--- src/isp_cfg.svh ---
`ifndef ISP_CFG_SVH
`define ISP_CFG_SVH

// Bus addressing of the target port
`define ISP_TARGET_ADDR 7'h60
`define ISP_DIR_WRITE 1'b0
`define ISP_DIR_READ 1'b1
// High-speed entry code, answered with NACK by every target
`define ISP_MASTER_CODE 8'h08

// Rates in Hz, and quarters per SCL period
`define ISP_CLK_HZ 100000000
`define ISP_SCL_HZ 400000
`define ISP_HS_SCL_HZ 3400000
`define ISP_QUARTERS 4

// Bit slot bookkeeping
`define ISP_ACK_SLOT 4'h8
`define ISP_BIT_FIRST 4'h0
`define ISP_BIT_STEP 4'h1
`define ISP_BYTE_W 8
`define ISP_IDLE_BYTE 8'hff

// Quarter phases of one SCL period
`define ISP_PH_SET 2'h0
`define ISP_PH_RISE 2'h1
`define ISP_PH_SAMPLE 2'h2
`define ISP_PH_FALL 2'h3

`endif

--- src/isp_pkg.sv ---
package isp_pkg;

    // Transfer engine states
    typedef enum logic [3:0] {
        ST_IDLE  = 4'b0001,
        ST_START = 4'b0010,
        ST_BYTE  = 4'b0100,
        ST_STOP  = 4'b1000
    } isp_state_t;

    // Which byte of the sequence is on the wire
    typedef enum logic [5:0] {
        STG_MCODE = 6'b000001,
        STG_ADDR  = 6'b000010,
        STG_INDEX = 6'b000100,
        STG_DATA  = 6'b001000,
        STG_RADDR = 6'b010000,
        STG_RDATA = 6'b100000
    } isp_stage_t;

endpackage

--- src/isp_ctrl.sv ---
// Operation
// - SDA changes only while SCL low
// - SDA falling with SCL high is START
// - SDA rising with SCL high is STOP
// - Only master generates START and STOP
// - Eight bits MSB first, then ack slot
// - Master clocks ack pulse, releases SDA
// - Master NACKs final read byte
// - First byte: address plus direction bit; HS commands send the master code before it
// - Write: index byte, then i_cmd_count data bytes
// - Read needs preceding index write phase
`timescale 1ns/10ps
`include "isp_cfg.svh"

module isp_ctrl
    import isp_pkg::*;
#(
    parameter int CLK_HZ = `ISP_CLK_HZ,
    parameter int SCL_HZ = `ISP_SCL_HZ,
    parameter int HS_SCL_HZ = `ISP_HS_SCL_HZ,
    parameter int MAX_BYTES = 4,
    parameter int CNT_W = 3,
    parameter int DIV_W = 8
) (
    input wire logic i_clk,
    input wire logic i_reset_n,
    input wire logic i_cmd_valid,
    output logic o_cmd_ready,
    input wire logic i_cmd_read,
    input wire logic i_cmd_hs,
    input wire logic [7:0] i_cmd_index,
    input wire logic [CNT_W-1:0] i_cmd_count,
    input wire logic [8*MAX_BYTES-1:0] i_cmd_wdata,
    input wire logic i_dev_reset,
    output logic o_hardware_reset_n_pin,
    input wire logic i_scl,
    output logic o_scl_o,
    output logic o_scl_oe,
    input wire logic i_sda,
    output logic o_sda_o,
    output logic o_sda_oe,
    output logic o_busy,
    output logic o_done,
    output logic o_nack,
    output logic [7:0] o_rd_data
);

    // Quarter period counts; rounded up so no rate is exceeded
    localparam int STD_Q = (CLK_HZ + `ISP_QUARTERS * SCL_HZ - 1) / (`ISP_QUARTERS * SCL_HZ);
    localparam int HS_Q = (CLK_HZ + `ISP_QUARTERS * HS_SCL_HZ - 1) / (`ISP_QUARTERS * HS_SCL_HZ);
    localparam logic [DIV_W-1:0] STD_RELOAD = DIV_W'(STD_Q - 1);
    localparam logic [DIV_W-1:0] HS_RELOAD = DIV_W'(HS_Q - 1);

    isp_state_t state_reg;
    isp_stage_t stage_reg;
    logic [1:0] phase_reg;
    logic [3:0] bit_cnt_reg;
    logic [7:0] tx_reg;
    logic [7:0] rx_reg;
    logic ack_bit_reg;
    logic read_reg;
    logic hs_reg;
    logic [7:0] index_reg;
    logic [CNT_W-1:0] count_reg;
    logic [8*MAX_BYTES-1:0] wdata_reg;
    logic scl_low_reg;
    logic sda_low_reg;
    logic [DIV_W-1:0] div_reg;
    logic [1:0] pin_sync;
    logic scl_in;
    logic sda_in;
    logic tick;
    logic stretch;
    logic adv;
    logic expect_ack;

    // Bus pins pass two flops before any use
    isp_sync2 #(.WIDTH(2)) u_sync (
        .i_clk(i_clk),
        .i_reset_n(i_reset_n),
        .i_d({i_scl, i_sda}),
        .o_q(pin_sync)
    );
    assign scl_in = pin_sync[1];
    assign sda_in = pin_sync[0];

    // Quarter-period divider; the master makes SCL from its own clock
    always_ff @(posedge i_clk or negedge i_reset_n) begin
        if (!i_reset_n) begin
            div_reg <= '0;
        end else if (div_reg == '0) begin
            div_reg <= hs_reg ? HS_RELOAD : STD_RELOAD;
        end else begin
            div_reg <= div_reg - 1'b1;
        end
    end

    // Hold the high phase while a target stretches SCL
    assign tick = (div_reg == '0);
    assign stretch = (phase_reg == `ISP_PH_SAMPLE) && !scl_low_reg && !scl_in;
    assign adv = tick && !stretch && (state_reg != ST_IDLE);
    // Master code and the read byte are answered with NACK by design
    assign expect_ack = (stage_reg != STG_MCODE) && (stage_reg != STG_RDATA);

    // Target reset pin; held low while this controller is reset
    always_ff @(posedge i_clk or negedge i_reset_n) begin
        if (!i_reset_n) begin
            o_hardware_reset_n_pin <= 1'b0;
        end else begin
            o_hardware_reset_n_pin <= !i_dev_reset;
        end
    end

    // No new command while the target is held in reset: it would never answer
    assign o_cmd_ready = (state_reg == ST_IDLE) && o_hardware_reset_n_pin && !i_dev_reset;

    // Transfer engine
    always_ff @(posedge i_clk or negedge i_reset_n) begin
        if (!i_reset_n) begin
            state_reg <= ST_IDLE;
            stage_reg <= STG_ADDR;
            phase_reg <= `ISP_PH_SET;
            bit_cnt_reg <= `ISP_BIT_FIRST;
            tx_reg <= `ISP_IDLE_BYTE;
            rx_reg <= '0;
            ack_bit_reg <= 1'b1;
            read_reg <= 1'b0;
            hs_reg <= 1'b0;
            index_reg <= '0;
            count_reg <= '0;
            wdata_reg <= '0;
            scl_low_reg <= 1'b0;
            sda_low_reg <= 1'b0;
            o_done <= 1'b0;
            o_nack <= 1'b0;
            o_rd_data <= '0;
        end else begin
            o_done <= 1'b0;
            if (adv) begin
                phase_reg <= phase_reg + 2'h1;
            end
            case (state_reg)
                ST_IDLE: begin
                    if (i_cmd_valid && o_cmd_ready) begin
                        state_reg <= ST_START;
                        phase_reg <= `ISP_PH_SET;
                        read_reg <= i_cmd_read;
                        index_reg <= i_cmd_index;
                        count_reg <= i_cmd_count;
                        wdata_reg <= i_cmd_wdata;
                        o_nack <= 1'b0;
                        hs_reg <= 1'b0;
                        if (i_cmd_hs) begin
                            // Master code first, at the slow rate
                            stage_reg <= STG_MCODE;
                            tx_reg <= `ISP_MASTER_CODE;
                        end else begin
                            stage_reg <= STG_ADDR;
                            tx_reg <= {`ISP_TARGET_ADDR, `ISP_DIR_WRITE};
                        end
                    end
                end
                ST_START: begin
                    if (adv) begin
                        case (phase_reg)
                            `ISP_PH_SET: sda_low_reg <= 1'b0;
                            `ISP_PH_RISE: scl_low_reg <= 1'b0;
                            // SDA falls with SCL high; also serves as repeated START
                            `ISP_PH_SAMPLE: sda_low_reg <= 1'b1;
                            default: begin
                                scl_low_reg <= 1'b1;
                                state_reg <= ST_BYTE;
                                bit_cnt_reg <= `ISP_BIT_FIRST;
                            end
                        endcase
                    end
                end
                ST_BYTE: begin
                    if (adv) begin
                        case (phase_reg)
                            `ISP_PH_SET: begin
                                // Data set while SCL is low; ack slot and read bits released
                                if (bit_cnt_reg != `ISP_ACK_SLOT && stage_reg != STG_RDATA) begin
                                    sda_low_reg <= !tx_reg[7];
                                end else begin
                                    sda_low_reg <= 1'b0;
                                end
                            end
                            `ISP_PH_RISE: scl_low_reg <= 1'b0;
                            `ISP_PH_SAMPLE: begin
                                if (bit_cnt_reg != `ISP_ACK_SLOT) begin
                                    rx_reg <= {rx_reg[6:0], sda_in};
                                end else begin
                                    ack_bit_reg <= sda_in;
                                end
                            end
                            default: begin
                                scl_low_reg <= 1'b1;
                                if (bit_cnt_reg != `ISP_ACK_SLOT) begin
                                    bit_cnt_reg <= bit_cnt_reg + `ISP_BIT_STEP;
                                    tx_reg <= {tx_reg[6:0], 1'b0};
                                end else begin
                                    bit_cnt_reg <= `ISP_BIT_FIRST;
                                    if (expect_ack && ack_bit_reg) begin
                                        // Missing ACK (foreign address or silent target) aborts
                                        o_nack <= 1'b1;
                                        state_reg <= ST_STOP;
                                    end else begin
                                        case (stage_reg)
                                            STG_MCODE: begin
                                                // Repeated START, then everything at high speed
                                                hs_reg <= 1'b1;
                                                state_reg <= ST_START;
                                                stage_reg <= STG_ADDR;
                                                tx_reg <= {`ISP_TARGET_ADDR, `ISP_DIR_WRITE};
                                            end
                                            STG_ADDR: begin
                                                stage_reg <= STG_INDEX;
                                                tx_reg <= index_reg;
                                            end
                                            STG_INDEX: begin
                                                if (read_reg) begin
                                                    // Index set; readdress for reading
                                                    state_reg <= ST_START;
                                                    stage_reg <= STG_RADDR;
                                                    tx_reg <= {`ISP_TARGET_ADDR, `ISP_DIR_READ};
                                                end else if (count_reg == '0) begin
                                                    state_reg <= ST_STOP;
                                                end else begin
                                                    stage_reg <= STG_DATA;
                                                    tx_reg <= wdata_reg[7:0];
                                                    wdata_reg <= wdata_reg >> `ISP_BYTE_W;
                                                    count_reg <= count_reg - 1'b1;
                                                end
                                            end
                                            STG_DATA: begin
                                                if (count_reg == '0) begin
                                                    state_reg <= ST_STOP;
                                                end else begin
                                                    // Next byte lands in the next register
                                                    tx_reg <= wdata_reg[7:0];
                                                    wdata_reg <= wdata_reg >> `ISP_BYTE_W;
                                                    count_reg <= count_reg - 1'b1;
                                                end
                                            end
                                            STG_RADDR: begin
                                                stage_reg <= STG_RDATA;
                                                tx_reg <= `ISP_IDLE_BYTE;
                                            end
                                            STG_RDATA: begin
                                                // One byte per read; index never advances
                                                o_rd_data <= rx_reg;
                                                state_reg <= ST_STOP;
                                            end
                                            default: state_reg <= ST_STOP;
                                        endcase
                                    end
                                end
                            end
                        endcase
                    end
                end
                ST_STOP: begin
                    if (adv) begin
                        case (phase_reg)
                            `ISP_PH_SET: sda_low_reg <= 1'b1;
                            `ISP_PH_RISE: scl_low_reg <= 1'b0;
                            // SDA rises with SCL high
                            `ISP_PH_SAMPLE: sda_low_reg <= 1'b0;
                            default: begin
                                state_reg <= ST_IDLE;
                                hs_reg <= 1'b0;
                                o_done <= 1'b1;
                            end
                        endcase
                    end
                end
                default: state_reg <= ST_IDLE;
            endcase
        end
    end

    // Open-drain pins: only ever pulled low
    assign o_scl_o = 1'b0;
    assign o_sda_o = 1'b0;
    assign o_scl_oe = scl_low_reg;
    assign o_sda_oe = sda_low_reg;
    assign o_busy = (state_reg != ST_IDLE);

    // Cycles since the STOP edge; counted, since a quarter at slow rates is too long for a delay range
    localparam int STOP_LIMIT = (STD_Q > HS_Q) ? STD_Q : HS_Q;
    logic [DIV_W:0] stop_wait_reg;
    always_ff @(posedge i_clk or negedge i_reset_n) begin
        if (!i_reset_n) begin
            stop_wait_reg <= '0;
        end else if (state_reg != ST_STOP) begin
            stop_wait_reg <= '0;
        end else if (!scl_low_reg && !sda_low_reg) begin
            stop_wait_reg <= stop_wait_reg + 1'b1;
        end
    end
endmodule

--- src/isp_sync2.sv ---
`timescale 1ns/10ps

module isp_sync2 #(
    parameter int WIDTH = 2
) (
    input wire logic i_clk,
    input wire logic i_reset_n,
    input wire logic [WIDTH-1:0] i_d,
    output logic [WIDTH-1:0] o_q
);

    logic [WIDTH-1:0] meta_reg;
    logic [WIDTH-1:0] sync_reg;

    // Two stages; only the second is visible, idle bus level is high
    always_ff @(posedge i_clk or negedge i_reset_n) begin
        if (!i_reset_n) begin
            meta_reg <= '1;
            sync_reg <= '1;
        end else begin
            meta_reg <= i_d;
            sync_reg <= meta_reg;
        end
    end

    assign o_q = sync_reg;

endmodule

--- config.mk ---
export PLATFORM = sky130hd
export DESIGN_NAME = isp_ctrl
export DESIGN_NICKNAME = d
export VERILOG_FILES = /design/src/isp_pkg.sv /design/src/isp_ctrl.sv /design/src/isp_sync2.sv
export VERILOG_INCLUDE_DIRS = /design/src
export SDC_FILE = /design/constraint.sdc
export NUM_CORES = 1
export LEC_CHECK = 0
export BUFFER_PORTS_ARGS = -buffer_cell sky130_fd_sc_hd__clkbuf_2
export CAP_MARGIN = 20
export CORE_MARGIN = 3
export CORE_UTILIZATION = 50
export DETAILED_ROUTE_END_ITERATION = 7
export PLACE_DENSITY = 0.66
export SLEW_MARGIN = 40
export SYNTH_ARGS = -nofsm -noshare
export SYNTH_HDL_FRONTEND = slang
export SYNTH_SLANG_ARGS = --single-unit
export TNS_END_PERCENT = 10
--- constraint.sdc ---
create_clock -name i_clk -period 7.2 [get_ports i_clk]
set_input_delay 1.08 -clock i_clk [delete_from_list [all_inputs] [get_ports i_clk]]
set_output_delay 1.08 -clock i_clk [all_outputs]
set_load 0.03 [all_outputs]
# Word-level counts from Yosys, hierarchy flattened
# Index checks and enable logic that the tools add are counted.
# Widths: inputs -> output; s select.
[op_classes] n_addsub=4 multipliers=0 n_div=0 order_cmp=0 eq_ne=40 n_shift=0 muxes=92 bitwise_logic=3 reduce_logical=40
[op_table] operator="$mux 32" n=7
[op_table] operator="$pmux 32 s2" n=2
[op_table] operator="$mux 8" n=9
[op_table] operator="$mux 4" n=16
[op_table] operator="$mux 6" n=8
[op_table] operator="$pmux 8 s5" n=1
[op_table] operator="$pmux 4 s4" n=2
[op_table] operator="$pmux 6 s4" n=1
[op_table] operator="$mux 1" n=23
[op_table] operator="$ne 2x2->1 const B" n=11
[op_table] operator="$mux 3" n=7
[op_table] operator="$reduce_and 6->1" n=3
[op_table] operator="$reduce_and 9->1" n=2
[op_table] operator="$pmux 8 s2" n=1
[op_table] operator="$reduce_and 8->1" n=2
[op_table] operator="$ne 3x3->1 const B" n=5
[op_table] operator="$pmux 3 s2" n=2
[op_table] operator="$pmux 6 s2" n=1
[op_table] operator="$logic_and 1x1->1" n=10
[op_table] operator="$pmux 1 s2" n=5
[op_table] operator="$reduce_and 5->1" n=2
[op_table] operator="$logic_not 8->1" n=1
[op_table] operator="$mux 2" n=4
[op_table] operator="$ne 2x1->1 const B" n=4
[op_table] operator="36 further kinds" n=50
[totals] regBits=103 latch_bits=0 ramBits=0 romBits=0 word_cells=200 n_memories=0

# Longest topological paths before layout
# Gate-level depths: netlist (run 1).
[depth] depth_word=9 depth_mapped=9 mapped_depth_nobuf=7

# By module
# A second synthesis (run 1) with hierarchy kept.
[hier_totals] cells_unflattened=513 area_unflattened_um2=5290.1
[by_module_without_submodules] mod="isp_ctrl" instances=1 cells_per_inst=509 area_per_inst_um2=5185.0
[by_module_without_submodules] mod="isp_sync2" instances=1 cells_per_inst=4 area_per_inst_um2=105.1

# Worst setup path before layout (run 1)
# OpenSTA, ideal clock, no wires.
[synth_timing] kind="input -> output" startpoint="in i_dev_reset" endpoint="out o_cmd_ready" arrival_time_ns=1.440 t_required_ns=6.120 setup_slack_ns=4.680 cell_stages=2 path_buffers=0 path_cell_list="inv_1 and3_1"
[synth_via] elab_chain_cells=2
[synth_rtl] item="from (decl)" line_no="isp_ctrl.sv:34" text="input wire logic i_dev_reset,"
[synth_rtl] item="$logic_not 1->1" line_no="isp_ctrl.sv:115" text="assign o_cmd_ready = (state_reg == ST_IDLE) && o_hardware_reset_n_pin && !i_dev_reset;"
[synth_rtl] item="$logic_and 1x1->1" line_no="isp_ctrl.sv:115"
[synth_rtl] item="to (decl)" line_no="isp_ctrl.sv:28" text="output logic o_cmd_ready,"
# No other way between the ends.

# Worst setup path in the final report (run 1)
[layout_timing] startpoint="reg phase_reg[0]" endpoint="reg count_reg[0]"
[layout_via] elab_chain_cells=8 elab_cells_between_ends=12 cone_classes="eq/ne: 4; reduce/logical: 8"
[layout_rtl] item="from (decl)" line_no="isp_ctrl.sv:56" text="logic [1:0] phase_reg;"
[layout_rtl] item="from (signal assigned)" line_no="isp_ctrl.sv:122" text="phase_reg <= `ISP_PH_SET;"
[layout_rtl] item="from (signal assigned)" line_no="isp_ctrl.sv:140" text="phase_reg <= phase_reg + 2'h1;"
[layout_rtl] item="from (signal assigned)" line_no="isp_ctrl.sv:146" text="phase_reg <= `ISP_PH_SET;"
[layout_rtl] item="$eq 2x2->1" line_no="isp_ctrl.sv:180" text="case (phase_reg)"
[layout_rtl] item="$logic_and 1x1->1 (2 in a row)" line_no="isp_ctrl.sv:100" text="assign stretch = (phase_reg == `ISP_PH_SAMPLE) && !scl_low_reg && !scl_in;"
[layout_rtl] item="$logic_not 1->1" line_no="isp_ctrl.sv:101" text="assign adv = tick && !stretch && (state_reg != ST_IDLE);"
[layout_rtl] item="$logic_and 1x1->1 (2 in a row)" line_no="isp_ctrl.sv:101"
[layout_rtl] item="$ne 2x2->1 (no line)"
[layout_rtl] item="$reduce_and 8->1 (no line) (*)"
[layout_rtl] item="to (signal assigned)" line_no="isp_ctrl.sv:149" text="count_reg <= i_cmd_count;"
[layout_rtl] item="to (signal assigned)" line_no="isp_ctrl.sv:233" text="count_reg <= count_reg - 1'b1;"
[layout_rtl] item="to (signal assigned)" line_no="isp_ctrl.sv:243" text="count_reg <= count_reg - 1'b1;"
[layout_rtl] item="to (decl)" line_no="isp_ctrl.sv:64" text="logic [CNT_W-1:0] count_reg;"
# Mark *: on every way between the ends. The rest lies on a longest branch, timed or not.
# A chain may end at the register's enable or synchronous reset.

==> results.sh, run 1 <==
export IMPL_critPathArrivalTime_ps=3510
export IMPL_syn_cell_area_um2=5420
export IMPL_fmax_mhz=309
export IMPL_dominantRegCellSynth="dfrtp_1"
export IMPL_hold_class="reg2reg"
export IMPL_final_cells=703
export IMPL_drive_above_1_share_pct=23.8
export IMPL_fillers=915
export IMPL_synth_area_top_cells="dfrtp_1 (41%), dfstp_2 (7.3%), mux2i_1 (6.5%)"
export IMPL_largest_reg_flops=32
export IMPL_ir_drop_v=0.000184
export IMPL_first_global_vias=4003
export IMPL_final_cell_mix="dfrtp_1 (88), clkbuf_2 (64), nand2_1 (45)"
export IMPL_dpl_hpwl_mm=8.38
export IMPL_run_status="complete, no violations"
export IMPL_cts_resized=0
export IMPL_final_setup_viol_count=0
export IMPL_grt_util_met1_pct=30.1
export IMPL_wl_per_cell_um=17.0
export IMPL_cts_root_buf="clkbuf_8"
export IMPL_rsz0062_at_grt="false"
export IMPL_synth_edf_count=0
export IMPL_synth_seq_cells=103
export IMPL_cp_slowest_cell="or2_2"
export IMPL_finClkSkew_ps=22.1
export IMPL_worst_slew_pin_slew_ps=818
export IMPL_setup_slack_ps=3970
export IMPL_hold_viol=0
export IMPL_syn_inst=518
export IMPL_globalplace_congestion=0.857
export IMPL_clk_latency_ps=390
export IMPL_crit_chain="inv_1, ha_1, or3b_2, and4_1, a31oi_4, or2_2, o2bb2a_1"
export IMPL_io_pins=68
export IMPL_numCtsBuffers=9
export IMPL_use_met2_pct=32.0
export IMPL_die_y_um=110
export IMPL_p_leak_nw=2.83
export IMPL_place_ws_ps=3880
export IMPL_htree_num_levels=3
export IMPL_cts_tree="built"
export IMPL_post_cts_buffers=0
export IMPL_cp_required_ps=7480
export IMPL_ctsHoldBuffers=0
export IMPL_die_w_um=110
export IMPL_critPathLaunchType="flop"
export IMPL_period_share_pct=44.9
export IMPL_nNetsFinal=623
export IMPL_path_buf_inv=1
export IMPL_whs_ps=363
export IMPL_period_needed_ps=3230
export IMPL_grt_start_max_net_pins=82
export IMPL_start_util_pct=52.0
export IMPL_via_per_inst=5.87
export IMPL_place_inst=687
export IMPL_grt_first_pass_wirelength_mm=19.9
export IMPL_cts_sinks=103
export IMPL_dieArea_um2=12100
export IMPL_yosysWarnings=0
export IMPL_drtIter0Drc=263
export IMPL_vias=4128
export IMPL_drc_errors=0
export IMPL_endpoint_kind="flop"
export IMPL_relSlewSlack_pct=45.4
export IMPL_grt_overflow_total=0
export IMPL_final_common_cell="dfrtp_1"
export IMPL_setup_worst_path_class="reg2reg"
export IMPL_cap_violations=0
export IMPL_io_buffers=65
export IMPL_yosys_area_top_type_share_pct=40.6
export IMPL_tns_ps=0
export IMPL_clk_pin_slew_ps=110
export IMPL_grtUsageMet3_pct=4.54
export IMPL_cpPeakStageDelay_ps=630
export IMPL_grt_antenna_before_repair=0
export IMPL_async_reset_ff_share_pct=100
export IMPL_avgSynthCellArea_um2=10.5
export IMPL_grt_usage_pct=20.9
export IMPL_crit_family="simple AND/OR/NAND/NOR gates"
export IMPL_core_region_area_um2=10400
export IMPL_synth_distinct_cells=72
export IMPL_drv_slew=0
export IMPL_synth_top_cell_by_area="dfrtp_1"
export IMPL_power_density_nw_per_um2=320
export IMPL_ys_seq_area_share_pct=47.9
export IMPL_cp_max_fo=34
export IMPL_cts_max_path_buffers=2
export IMPL_top_usage_layer="met2"
export IMPL_ant_nets=0
export IMPL_firstDrtPassIters=6
export IMPL_area_growth_pct=10.2
export IMPL_wirelength_mm=11.9
export IMPL_rows=37
export IMPL_diodes=0
## power by group
group	switching (W)	internal (W)
Sequential	0.000159	0.000773
Combinational	0.000345	0.000281
Clock	0.000221	0.000137
Total	0.000725	0.00119
## cells in the mapped netlist, types with 6 or more instances
| cell type | instances |
|---|---|
| a22o_1 | 17 |
| dfstp_2 | 15 |
| inv_1 | 19 |
| mux2_2 | 21 |
| a31oi_1 | 8 |
| nand3_1 | 20 |
| a21o_1 | 7 |
| o21ai_1 | 26 |
| ha_1 | 10 |
| a21oi_1 | 9 |
| dfrtp_1 | 88 |
| o21ai_0 | 33 |
| nand2_1 | 45 |
| mux2i_1 | 35 |
| nor2b_1 | 6 |
| nor2_1 | 16 |
| nor3_1 | 12 |
| clkbuf_1 | 20 |
## per-layer routing
| metal | up-vias | share of wire (%) |
|---|---|---|
| met4 | 0 | 1.3 |
| li1 | 1976 | - |
| met5 | - | 0 |
| met3 | 18 | 6.2 |
| met2 | 142 | 47 |
| met1 | 1992 | 45 |
## area by class of cell
class	instances	area [um2]	share of cell area (%)
inverters	19	71.3	1.19
repair buffers	68	354	5.93
multi-input cells	361	2590	43.3
clock inverters	7	73.8	1.24
flip-flops and latches	103	2600	43.4
clock buffers	9	124	2.07
well taps	136	170	2.85
## through the flow
| step | total power [W] | util [%] | area, um2 |
|---|---|---|---|
| 6_report | 0.00192 | 57.4 | 5980 |
| 5_1_grt | 0.00206 | 57.4 | 5980 |
| 4_1_cts | 0.00193 | 57.3 | 5970 |
| 3_5_place_dp | 0.00157 | 55.4 | 5770 |
| 3_3_place_gp | 0.00154 | 55.3 | 5760 |
| 2_1_floorplan | 0.00140 | - | 5420 |
## worst paths after layout
kind / startpoint / endpoint / slack, ps / cells past startpoint
max: phase_reg[0]$_DFF_PN0_ / count_reg[0]$_DFFE_PN0P_ / 3970 / 7
min: u_sync.meta_reg[1]$_DFF_PN1_ / u_sync.o_q[1]$_DFF_PN1_ / 360 / 0
max reg2reg: phase_reg[0]$_DFF_PN0_ / count_reg[0]$_DFFE_PN0P_ / 3970 / 7
min reg2reg: u_sync.meta_reg[1]$_DFF_PN1_ / u_sync.o_q[1]$_DFF_PN1_ / 360 / 0
max in group asynchronous: i_reset_n / o_sda_oe$_DFFE_PN0P_ / 5640 / 2
min in group asynchronous: i_reset_n / index_reg[4]$_DFFE_PN0P_ / 560 / 1
## cell families after synthesis
kind of cell / synth area share, %
AO/OA/AOI/OAI: 17.3
XOR/XNOR: 1.29
adder cells (fa/ha/maj): 2.31
buffers and inverters: 4.94
flip-flops: 47.9
multiplexers: 11.7
other: 0.0692
AND/OR/NAND/NOR: 14.5
Power figures use the tool's default switching activity.
==> inputs of run 2 (changes only) <==
Settings changed: PLACE_DENSITY 0.66 to 0.69.
Clock period 7.2 ns to 2.6 ns, I/O delays scaled along.
==> run 2 against run 1 <==
Against the previous run:
- wire length is 6.2% higher
- clock skew is 13 ps lower
- cell count is 4.7% higher
- global-route usage is 1.5 points higher
- design area is 4.5% higher
- core utilization is 2.6 points higher
- worst hold slack worse by 290 ps
- sequential cell count stayed put
- first-iteration DRC count is 1.1% higher
- fmax is 33% higher
- total power grew to 2.9 times the previous value
- largest cell class unchanged
- highest routed layer unchanged
==> results.sh, run 2 (synthesized netlist as in run 1, its figures left out) <==
export IMPL_run_status="complete, no violations"
export IMPL_power_density_nw_per_um2=880
export IMPL_critPathArrivalTime_ps=2740
export IMPL_drive_above_1_share_pct=28.2
export IMPL_io_pins=68
export IMPL_rsz0062_at_grt="false"
export IMPL_final_cell_mix="dfrtp_1 (88), clkbuf_2 (64), nand2_1 (45)"
export IMPL_area_growth_pct=15.2
export IMPL_grt_usage_pct=22.4
export IMPL_grt_first_pass_wirelength_mm=21.1
export IMPL_rows=37
export IMPL_fillers=899
export IMPL_cp_required_ps=2910
export IMPL_period_needed_ps=2420
export IMPL_final_setup_viol_count=0
export IMPL_cts_sinks=103
export IMPL_tns_ps=0
export IMPL_drc_errors=0
export IMPL_place_inst=719
export IMPL_period_share_pct=93.3
export IMPL_die_y_um=110
export IMPL_register_area_um2=2600
export IMPL_final_cells=736
export IMPL_first_global_vias=4193
export IMPL_nNetsFinal=656
export IMPL_firstDrtPassIters=4
export IMPL_worst_slew_pin_slew_ps=742
export IMPL_htree_num_levels=3
export IMPL_crit_start="phase_reg[0]$_DFF_PN0_"
export IMPL_cp_max_fo=8
export IMPL_multi_input_area_um2=2580
export IMPL_core_region_area_um2=10400
export IMPL_wirelength_mm=12.7
export IMPL_dpl_hpwl_mm=9.24
export IMPL_setup_worst_path_class="reg2reg"
export IMPL_holdCritStartpoint="i_scl"
export IMPL_vias=4290
export IMPL_grt_antenna_before_repair=0
export IMPL_relSlewSlack_pct=50.0
export IMPL_clk_pin_slew_ps=110
export IMPL_cts_tree="built"
export IMPL_finClkSkew_ps=8.95
export IMPL_ant_nets=0
export IMPL_die_w_um=110
export IMPL_fmax_mhz=412
export IMPL_numCtsBuffers=9
export IMPL_diodes=0
export IMPL_cts_max_path_buffers=2
export IMPL_globalplace_congestion=0.942
export IMPL_dieArea_um2=12100
export IMPL_via_per_inst=5.83
export IMPL_io_buffers=65
export IMPL_hold_viol=0
export IMPL_post_cts_buffers=0
export IMPL_drv_slew=0
export IMPL_p_leak_nw=2.99
export IMPL_drtIter0Drc=266
export IMPL_final_common_cell="dfrtp_1"
export IMPL_hold_class="in2reg"
export IMPL_cap_violations=0
export IMPL_grt_overflow_total=0
export IMPL_critPathLaunchType="flop"
export IMPL_endpoint_kind="flop"
export IMPL_ir_drop_v=0.000407
export IMPL_grt_start_max_net_pins=49
export IMPL_start_util_pct=52.0
export IMPL_clk_latency_ps=390
export IMPL_wl_per_cell_um=17.2
export IMPL_r2r_start="phase_reg[0]$_DFF_PN0_"
export IMPL_largest_reg_flops=32
export IMPL_cts_root_buf="clkbuf_8"
==> run 2: power by group <==
part,switching (W),internal (W)
Combinational,0.00105,0.000897
Sequential,0.000404,0.00214
Clock,0.000623,0.000378
Total,0.00208,0.00342
==> run 2: cell type report <==
type | count | area share, %
flip-flops and latches | 103 | 41.6
multi-input cells | 361 | 41.4
repair buffers | 101 | 10.0
well taps | 136 | 2.73
clock buffers | 9 | 1.98
clock inverters | 7 | 1.16
inverters | 19 | 1.14
==> run 2: repair_timing <==
| action | 4_1_cts | 5_1_grt |
|---|---|---|
| gates resized for setup | 0 | 3 |
| endpoints found under the setup margin | 0 | 13 |
| endpoints found under the hold margin | 21 | 0 |
| hold buffers | 1 | 0 |
==> run 2: worst max-delay path: stages (launching register included) <==
cell and delay (ps):
dfrtp_1 430, inv_1 110, ha_1 170, or3b_2 480, and4_1 310, nand3_1 210, a21o_2 290, mux2_1 350
==> run 2: final timing paths <==
path / end / slack (ps) / cells past startpoint
max in group asynchronous: u_sync.meta_reg[1]$_DFF_PN1_ / 1360 / 3
worst max-delay path: tx_reg[5]$_DFFE_PN1P_ / 180 / 7
min in group asynchronous: index_reg[1]$_DFFE_PN0P_ / 490 / 2
worst max register to register: tx_reg[5]$_DFFE_PN1P_ / 180 / 7
worst min-delay path: u_sync.meta_reg[1]$_DFF_PN1_ / 70 / 1
worst min register to register: u_sync.o_q[0]$_DFF_PN1_ / 360 / 0
==> run 2: through the flow <==
stage	utilization [%]	power, W	instance area [um2]	hold slack (ps)	setup slack (ps)
after CTS	59.8	0.00551	6230	49.1	31.1
after global placement	57.8	0.00442	6020	348	185
after global routing	59.9	0.00590	6240	43.7	12.4
final	59.9	0.00549	6240	69.4	175
after floorplan	-	0.00388	5420	94.4	249
after detailed placement	57.8	0.00450	6020	348	80.2
==> run 2: routing by layer <==
layer	vias to the layer above	GRT usage, %	share of wire, %
met3	24	4.72	6.5
li1	2043	-	-
met5	-	0	0
met4	0	7.48	2.0
met1	2064	32.3	46
met2	159	33.8	46
==> inputs of run 3 (changes only) <==
Settings changed: HOLD_SLACK_MARGIN from default to 0.15.
==> run 3 against run 2 <==
Against the previous run:
- clock-buffer cell count unchanged
- cell count increased by 0.41%
- total power increased by 0.20%
- die area unchanged
- sequential share of layout area decreased by 0.20 points
- fmax increased by 0.14%
- core utilization increased by 0.29 points
- non-clock buffer count increased by 3
- critical path depth unchanged
- clock power about the same
- sequential power about the same
- sequential cell count unchanged
- critical endpoint unchanged
- largest power group unchanged
==> results.sh, run 3 (synthesized netlist as in run 1, its figures left out) <==
export IMPL_globalplace_congestion=0.942
export IMPL_place_ws_ps=80.2
export IMPL_cts_root_buf="clkbuf_8"
export IMPL_die_y_um=110
export IMPL_finClkSkew_ps=9.52
export IMPL_diodes=0
export IMPL_dpl_hpwl_mm=9.24
export IMPL_hold_class="in2reg"
export IMPL_vias=4306
export IMPL_grt_util_met1_pct=32.4
export IMPL_fmax_mhz=413
export IMPL_drive_above_1_share_pct=28.0
export IMPL_grt_antenna_before_repair=0
export IMPL_register_area_um2=2600
export IMPL_endpoint_kind="flop"
export IMPL_wirelength_mm=12.7
export IMPL_top_usage_layer="met2"
export IMPL_cts_tree="built"
export IMPL_use_met2_pct=33.8
export IMPL_cp_max_fo=8
export IMPL_period_share_pct=93.1
export IMPL_final_common_cell="dfrtp_1"
export IMPL_setup_slack_ps=179
export IMPL_fillers=895
export IMPL_start_util_pct=52.0
export IMPL_cts_sinks=103
export IMPL_period_needed_ps=2420
export IMPL_io_pins=68
export IMPL_run_status="complete, no violations"
export IMPL_grt_start_max_net_pins=49
export IMPL_hold_viol=0
export IMPL_via_per_inst=5.83
export IMPL_rows=37
export IMPL_power_density_nw_per_um2=877
export IMPL_holdPathStages=3
export IMPL_ir_drop_v=0.000408
export IMPL_nNetsFinal=659
export IMPL_cap_violations=0
export IMPL_whs_ps=191
export IMPL_final_cell_mix="dfrtp_1 (88), clkbuf_2 (64), nand2_1 (45)"
export IMPL_reg2regPathDepth=7
export IMPL_grt_first_pass_wirelength_mm=21.2
export IMPL_final_cells=739
export IMPL_rsz0062_at_grt="false"
export IMPL_cts_max_path_buffers=2
export IMPL_critPathLaunchType="flop"
export IMPL_relSlewSlack_pct=49.8
export IMPL_clk_latency_ps=390
export IMPL_grt_overflow_total=0
export IMPL_multi_input_area_um2=2580
export IMPL_critPathArrivalTime_ps=2730
export IMPL_post_cts_buffers=0
export IMPL_worst_slew_pin_slew_ps=746
export IMPL_tns_ps=0
export IMPL_io_buffers=65
export IMPL_drv_slew=0
export IMPL_drtIter0Drc=262
export IMPL_power_w=0.00550
export IMPL_die_w_um=110
export IMPL_cp_required_ps=2910
export IMPL_grtUsageMet3_pct=4.72
export IMPL_final_setup_viol_count=0
export IMPL_numCtsBuffers=9
export IMPL_p_leak_nw=3.01
export IMPL_htree_num_levels=3
export IMPL_setup_worst_path_class="reg2reg"
export IMPL_drc_errors=0
export IMPL_wl_per_cell_um=17.2
export IMPL_place_inst=719
export IMPL_core_region_area_um2=10400
export IMPL_largest_reg_flops=32
export IMPL_area_growth_pct=15.7
export IMPL_grt_usage_pct=22.4
export IMPL_dieArea_um2=12100
export IMPL_first_global_vias=4196
export IMPL_firstDrtPassIters=5
export IMPL_ant_nets=0
export IMPL_clk_pin_slew_ps=110
-- run 3: changes by cell type in the layout (fill, tap and decap cells not counted), sizes merged --
cell / delta
dlygate4sd3: +3
-- run 3: cell type report --
type                       instances  area share [%]
clock buffer                       9            1.97
clock inverter                     7            1.16
inverter                          19            1.14
multi-input combinational        361            41.2
sequential                       103            41.4
tap                              136            2.71
timing repair buffer             104            10.5
-- run 3: timing repair --
action	in CTS	in global routing
resized for setup	0	3
endpoints found under the hold margin	24	0
hold buffers	4	0
endpoints found under the setup margin	0	13
-- run 3: stage by stage --
step                      util (%)  area, um2
after global placement        57.8       6020
after detailed placement      57.8       6020
final                         60.2       6270
after global routing          60.2       6270
after CTS                     60.1       6260
after floorplan                  -       5420
-- run 3: path summary, 6_finish.rpt --
check	start	endpoint	slack [ps]
setup / recovery	phase_reg[0]$_DFF_PN0_	tx_reg[5]$_DFFE_PN1P_	180
hold / removal	i_cmd_index[5]	index_reg[5]$_DFFE_PN0P_	190
setup reg to reg	phase_reg[0]$_DFF_PN0_	tx_reg[5]$_DFFE_PN1P_	180
hold reg to reg	u_sync.meta_reg[0]$_DFF_PN1_	u_sync.o_q[0]$_DFF_PN1_	360
max in group asynchronous	i_reset_n	u_sync.meta_reg[1]$_DFF_PN1_	1360
min in group asynchronous	i_reset_n	index_reg[1]$_DFFE_PN0P_	490
-- run 3: report_power, final --
| part | switching, W | internal [W] |
|---|---|---|
| clock | 0.000625 | 0.000378 |
| combinational | 0.00105 | 0.000900 |
| sequential | 0.000405 | 0.00214 |
-- run 3: routing by layer --
| metal | wire length, um | vias up |
|---|---|---|
| met5 | 0 | - |
| met4 | 263 | 0 |
| met3 | 726 | 26 |
| met2 | 5830 | 144 |
| met1 | 5910 | 2083 |
| li1 | - | 2053 |
-- run 3: critical path, cell delays in order, from the launching register on --
cell and delay (ps):
dfrtp_1 430, inv_1 110, ha_1 170, or3b_2 480, and4_1 310, nand3_1 210
a21o_2 290, mux2_1 350
